**src/rtl/wdit_map.svh**
```systemverilog
// constants for the watchdog interval timer: keys, field positions, resets
`ifndef WDIT_MAP_SVH
`define WDIT_MAP_SVH
`define WDIT_KEY_WRITE     8'h5a
`define WDIT_KEY_READ      8'h69
`define WDIT_CTL_RESET     8'h00
`define WDIT_TAP_LSB       0
`define WDIT_TAP_MSB       1
`define WDIT_MODE_BIT      4
`define WDIT_CNT_CLR_BIT   3
`define WDIT_CLK_SEL_BIT   2
`define WDIT_HOLD_BIT      7
`define WDIT_NMI_SEL_BIT   5
`define WDIT_NMI_EDGE_BIT  6
`define WDIT_VECTOR_ADDR   16'hfffe
`define WDIT_CNT_WIDTH     16
`define WDIT_TAP0          15
`define WDIT_TAP1          13
`define WDIT_TAP2          9
`define WDIT_TAP3          6
`endif

```
**src/rtl/wdit_pkg.sv**
```systemverilog
// types shared by the watchdog interval timer
package wdit_pkg;
  typedef enum logic [1:0] {
    WDIT_RUN   = 2'b00,
    WDIT_FIRE  = 2'b01,
    WDIT_RESET = 2'b11
  } wdit_state_type;
endpackage : wdit_pkg

```
**src/rtl/wdit_top.sv**
```systemverilog
// watchdog / interval timer with keyed control word and flags
`include "wdit_map.svh"
module wdit_top #(
  parameter int CNT_WIDTH = `WDIT_CNT_WIDTH
) (
  input  wire logic        sys_clk_i,
  input  wire logic        sys_rst_i,
  input  wire logic        por_i,
  input  wire logic        aux_tick_i,
  input  wire logic        ctl_wr_i,
  input  wire logic [15:0] ctl_wdata_i,
  output logic      [15:0] ctl_rdata_o,
  input  wire logic        rst_nmi_pin_i,
  input  wire logic        irq_enable_wr_i,
  input  wire logic        irq_enable_wdata_i,
  input  wire logic        irq_flag_wr_i,
  input  wire logic        irq_flag_wdata_i,
  input  wire logic        nmi_flag_wr_i,
  input  wire logic        nmi_flag_wdata_i,
  input  wire logic        irq_ack_i,
  output logic             watchdog_irq_enable_o,
  output logic             watchdog_irq_flag_o,
  output logic             nmi_pin_flag_o,
  output logic             irq_o,
  output logic             nmi_o,
  output logic             pin_reset_o,
  output logic             power_up_clear_o,
  output logic      [15:0] reset_vector_o
);

  ////////////////////////////////////////////////////////////////////////////
  // control word

  logic [7:0]           ctl_reg;
  logic [CNT_WIDTH-1:0] watchdog_counter_reg;
  logic                 puc_reg;
  logic                 pin_reg;
  logic                 key_ok;
  logic                 key_bad;
  logic                 tick;
  logic                 expire;
  logic                 tap_bit;
  logic                 pin_event;
  logic                 pin_reset;
  logic                 hard_clear;
  wdit_pkg::wdit_state_type state_reg;

  assign key_ok  = ctl_wr_i && (ctl_wdata_i[15:8] == `WDIT_KEY_WRITE);
  assign key_bad = ctl_wr_i && (ctl_wdata_i[15:8] != `WDIT_KEY_WRITE);

  // system reset, power-on and the pin reset wipe the control word and counter; puc_reg wipes them too
  assign hard_clear = sys_rst_i || por_i || pin_reset;

  always_ff @(posedge sys_clk_i) begin
    if (hard_clear || puc_reg) begin
      ctl_reg <= `WDIT_CTL_RESET;
    end else if (key_ok) begin
      ctl_reg <= ctl_wdata_i[7:0];
    end else begin
      ctl_reg[`WDIT_CNT_CLR_BIT] <= 1'b0;
    end
  end

  // key readback hides the write key; the upper byte always reads WDIT_KEY_READ
  assign ctl_rdata_o = {`WDIT_KEY_READ, ctl_reg};

  ////////////////////////////////////////////////////////////////////////////
  // counter and tap

  assign tick = ctl_reg[`WDIT_CLK_SEL_BIT] ? aux_tick_i : 1'b1;

  always_ff @(posedge sys_clk_i) begin
    if (hard_clear || puc_reg || expire ||
        (key_ok && ctl_wdata_i[`WDIT_CNT_CLR_BIT])) begin
      watchdog_counter_reg <= '0;
    end else if (tick && !ctl_reg[`WDIT_HOLD_BIT]) begin
      watchdog_counter_reg <= watchdog_counter_reg + 1'b1;
    end
  end

  // tap index chosen by the two low control bits
  always_comb begin
    case (ctl_reg[`WDIT_TAP_MSB:`WDIT_TAP_LSB])
      2'd0:    tap_bit = watchdog_counter_reg[`WDIT_TAP0];
      2'd1:    tap_bit = watchdog_counter_reg[`WDIT_TAP1];
      2'd2:    tap_bit = watchdog_counter_reg[`WDIT_TAP2];
      default: tap_bit = watchdog_counter_reg[`WDIT_TAP3];
    endcase
  end

  assign expire = tap_bit && !puc_reg;

  ////////////////////////////////////////////////////////////////////////////
  // power-up clear sequencer

  always_ff @(posedge sys_clk_i) begin
    if (sys_rst_i || por_i) begin
      state_reg <= wdit_pkg::WDIT_RUN;
    end else begin
      case (state_reg)
        wdit_pkg::WDIT_RUN: begin
          if (key_bad) begin
            state_reg <= wdit_pkg::WDIT_FIRE;
          end else if (expire && !ctl_reg[`WDIT_MODE_BIT]) begin
            state_reg <= wdit_pkg::WDIT_FIRE;
          end
        end
        wdit_pkg::WDIT_FIRE:  state_reg <= wdit_pkg::WDIT_RESET;
        wdit_pkg::WDIT_RESET: state_reg <= wdit_pkg::WDIT_RUN;
        default:              state_reg <= wdit_pkg::WDIT_RUN;
      endcase
    end
  end

  // one-cycle clear pulse; in timer mode only a bad key reaches here
  always_ff @(posedge sys_clk_i) begin
    if (sys_rst_i || por_i) begin
      puc_reg <= 1'b0;
    end else begin
      puc_reg <= (state_reg == wdit_pkg::WDIT_FIRE);
    end
  end

  assign power_up_clear_o = puc_reg;
  assign reset_vector_o   = `WDIT_VECTOR_ADDR;

  ////////////////////////////////////////////////////////////////////////////
  // reset/nmi pin

  always_ff @(posedge sys_clk_i) begin
    if (sys_rst_i) begin
      pin_reg <= 1'b1;
    end else begin
      pin_reg <= rst_nmi_pin_i;
    end
  end

  // edge select picks which transition counts as the nmi event
  assign pin_event = ctl_reg[`WDIT_NMI_SEL_BIT] &&
                     (ctl_reg[`WDIT_NMI_EDGE_BIT] ?
                       (pin_reg && !rst_nmi_pin_i) :
                       (!pin_reg && rst_nmi_pin_i));
  // in reset function the low pin level holds the device in reset
  assign pin_reset = !ctl_reg[`WDIT_NMI_SEL_BIT] && !rst_nmi_pin_i;
  assign pin_reset_o = pin_reset;
  assign nmi_o = pin_event;

  always_ff @(posedge sys_clk_i) begin
    if (sys_rst_i || por_i || puc_reg) begin
      nmi_pin_flag_o <= 1'b0;
    end else if (pin_event) begin
      nmi_pin_flag_o <= 1'b1;
    end else if (nmi_flag_wr_i) begin
      nmi_pin_flag_o <= nmi_flag_wdata_i;
    end
  end

  ////////////////////////////////////////////////////////////////////////////
  // special function bits; nmi_pin_flag_o, the third cell, sits with the pin logic

  always_ff @(posedge sys_clk_i) begin
    if (sys_rst_i || por_i || puc_reg) begin
      watchdog_irq_enable_o <= 1'b0;
    end else if (irq_enable_wr_i) begin
      watchdog_irq_enable_o <= irq_enable_wdata_i;
    end
  end

  // flag survives a watchdog clear so software can see the cause
  always_ff @(posedge sys_clk_i) begin
    if (sys_rst_i || por_i || pin_reset) begin
      watchdog_irq_flag_o <= 1'b0;
    end else if (expire || key_bad) begin
      watchdog_irq_flag_o <= 1'b1;
    end else if (irq_ack_i && ctl_reg[`WDIT_MODE_BIT]) begin
      watchdog_irq_flag_o <= 1'b0;
    end else if (irq_flag_wr_i) begin
      watchdog_irq_flag_o <= irq_flag_wdata_i;
    end
  end

  assign irq_o = watchdog_irq_flag_o && watchdog_irq_enable_o &&
                 ctl_reg[`WDIT_MODE_BIT];

endmodule : wdit_top

```
**config.mk**
```make
export PLATFORM = sky130hd
export DESIGN_NAME = wdit_top
export DESIGN_NICKNAME = d
export VERILOG_FILES = /design/src/rtl/wdit_pkg.sv /design/src/rtl/wdit_top.sv
export VERILOG_INCLUDE_DIRS = /design/src /design/src/rtl
export SDC_FILE = /design/constraint.sdc
export NUM_CORES = 1
export LEC_CHECK = 0
export BUFFER_PORTS_ARGS = -buffer_cell sky130_fd_sc_hd__clkbuf_2
export CAP_MARGIN = 20
export CORE_MARGIN = 3
export CORE_UTILIZATION = 47
export DETAILED_ROUTE_END_ITERATION = 8
export PLACE_DENSITY = 0.79
export RECOVER_POWER = 100
export SLEW_MARGIN = 20
export SYNTH_ARGS = -nofsm -noshare
export SYNTH_HDL_FRONTEND = slang
export SYNTH_SLANG_ARGS = --single-unit
```
**constraint.sdc**
```tcl
create_clock -name sys_clk_i -period 1.8 [get_ports sys_clk_i]
set_input_delay 0.36 -clock sys_clk_i [delete_from_list [all_inputs] [get_ports sys_clk_i]]
set_output_delay 0.36 -clock sys_clk_i [all_outputs]
set_load 0.02 [all_outputs]
```
==> impl_metrics.ini <==
[flow_run]
max_cap_viol_count = 0

[global_route]
antenna_found_initial = 0
grt_pass1_wl_mm = 5.188
grt_use_total_pct = 15.98
grt_pass1_vias = 1192
grt_max_degree = 17
grt_overflow = 0

[detailed_routing]
dr_total_vias = 1290
wl_mm = 3.150
ant_nets = 0
drcViolationCount = 0
drt-vias-per-instance = 4.886
dr.first_iter.drc_count = 26
wire_per_inst_um = 11.93
first_pass_iters = 4

[hold_path]
min_path_type = input port to flop
hold_path_depth = 2

[clock_network]
hold_buffers = 0
post_cts_buffers = 0
clock_sinks = 31
clkTransAtPathRegs_ps = 100
cts_repair_resize_count = 0
cts_buffer_depth = 2
cts_tree = built
cts.htree.levels = 2
numCtsBuffers = 5
clkLatencyLatePin_ps = 330
root_buffer = clkbuf_4

[layout]
drive_above_1_share_pct = 23.64
fin_area_um2 = 1821
final_nets = 249
syn_to_final_growth_pct = 12.70
fillers = 319
largest_reg_flops = 16
diodes = 0

[place]
post-dp-hpwl_mm = 2.486
portBuffers = 43
gp_congestion = 0.7977
place_ws_ps = 212.0
dpl_cell_area_um2 = 1778

[sta]
max_freq_ghz = 0.6071
finalHoldViolations = 0
rsz0062_at_grt = false
clock_skew_ps = 8.878
setup_tns_ps = 0
fin_hold_ws_ps = 248.9
maxSlewViolCount = 0
setup_viol = 0
period_share_pct = 91.51
min_period_ps = 1647
finalWorstSetupSlack_ps = 152.9

[run_status]
outcome = finished clean

[floorplanning]
fp-row-count = 20
ios = 68
core_um2 = 3153
fp.dieH_um = 64.63
start_util_pct = 51.23
die_w_um = 64.63
die-area_um2 = 4176

[synth]
synthCells = 172
yosys_warnings = 0
yosys.area.top_type = dfxtp_1
synth_edf_count = 0
synth.avg_cell_area_um2 = 9.391
yosysSeqAreaShare_pct = 38.42
synth_area_leaders = dfxtp_1 (38%), buf_4 (11%), mux2i_1 (6.2%)
synth_area_um2 = 1615
async_flop_share_pct = 0
synth_top_area_share_pct = 38.42
ys_types = 42
synth-seq-cells = 31
ys.flop_type = dfxtp_1

[pwr]
peakVddDrop_mv = 0.5198
p_leak_uw = 0.0007760
power.density_nw_per_um2 = 703.5

[critical_path]
crit_slowest_cell = or4_4
cpPeakStageDelay_ps = 560
critPathKind = flop to flop
crit_path_max_fanout = 8
reg2reg_depth = 4
startpoint_type = flop
crit_required_ps = 2070
cp-end-kind = flop
arrival_ps = 1920
crit_chain = and2b_1, nand4b_4, or4_4, a21oi_2
[area by class of cell]
cell class	instances	area, um2	area share [%]
inverters	3	11.26	0.6186
clock buffers	8	68.82	3.780
repair buffers	44	203.9	11.20
multi-input cells	134	860.8	47.29
well taps	44	55.05	3.024
flip-flops and latches	31	620.6	34.09
[per-stage QoR]
stage                     power [uW]  std cells  util (%)
after global routing            1332        264     57.74
final                           1281        264     57.74
after CTS                       1292        264     58.57
after detailed placement       830.6        256     56.39
after floorplan                830.0        194         -
after global placement         829.0        256     56.39
[critical path, delay by kind of cell (launching register included)]
kind,cells,cell delay [ps]
simple gates,3,1090
flops,1,370
compound gates,1,130
[path summary, 6_finish.rpt]
kind	slack [ps]	to	start
worst max-delay path	150	watchdog_counter_reg[15]	ctl_reg[7]
worst min register to register	460	watchdog_counter_reg[15]	watchdog_counter_reg[15]
worst max register to register	150	watchdog_counter_reg[15]	ctl_reg[7]
worst min-delay path	250	state_reg[1]	por_i
[logic make-up (layout without fill, tap and decap cells)]
kind of cell,after synthesis,after routing,share of synthesized area [%]
simple gates,66,66,25.72
xor+xnor,7,7,3.796
other cells,2,24,0.4649
compound gates,25,25,10.30
mux,11,11,7.591
flops,31,31,38.42
buf+inv,29,55,12.94
fa+ha+maj,1,1,0.7745
[layout by cell type, fill, tap and decap left out, drive strengths merged]
cell	netlist	final
nor2	19	19
xnor2	4	4
nand2b	2	2
conb	2	24
nor4	1	1
o31ai	3	3
and4bb	2	2
nor3b	2	2
nand4	5	5
or3	5	5
or4	4	4
ha	1	1
mux2i	10	10
nand2	10	10
and2b	1	1
a21oi	13	13
a2111oi	2	2
o211ai	1	1
mux4	1	1
nor2b	1	1
buf	24	1
or2	3	3
dfxtp	31	31
nor4b	2	2
or2b	1	1
clkbuf	2	51
nand3	2	2
nor3	2	2
and4	1	1
and3	2	2
inv	3	3
o21ai	6	6
nand4b	1	1
xor2	3	3
[where the power goes]
| part | internal [uW] | leakage (uW) | switching (uW) |
|---|---|---|---|
| Combinational | 36.7 | 0.000487 | 79.9 |
| Clock | 230 | 0.0000386 | 238 |
| Sequential | 692 | 0.000251 | 4.30 |
| Total | 958 | 0.000776 | 322 |
[cell usage after synthesis, drive strengths merged (3+ instances only)]
cell type   n
dfxtp      31
inv         3
mux2i      10
nand4       5
or3         5
buf        24
nand2      10
o31ai       3
xnor2       4
or2         3
o21ai       6
nor2       19
or4         4
xor2        3
a21oi      13
[routing by layer]
| layer | vias up | share of wire, % | track usage [%] | wire (um) |
|---|---|---|---|---|
| met3 | 5 | 6.6 | 5.199 | 207 |
| met4 | 0 | 0.79 | 6.596 | 25 |
| met1 | 590 | 43 | 19.25 | 1356 |
| met5 | - | 0 | 0 | 0 |
| met2 | 38 | 50 | 26.16 | 1561 |
| li1 | 657 | - | - | - |
(Power assumes the default switching activity.)
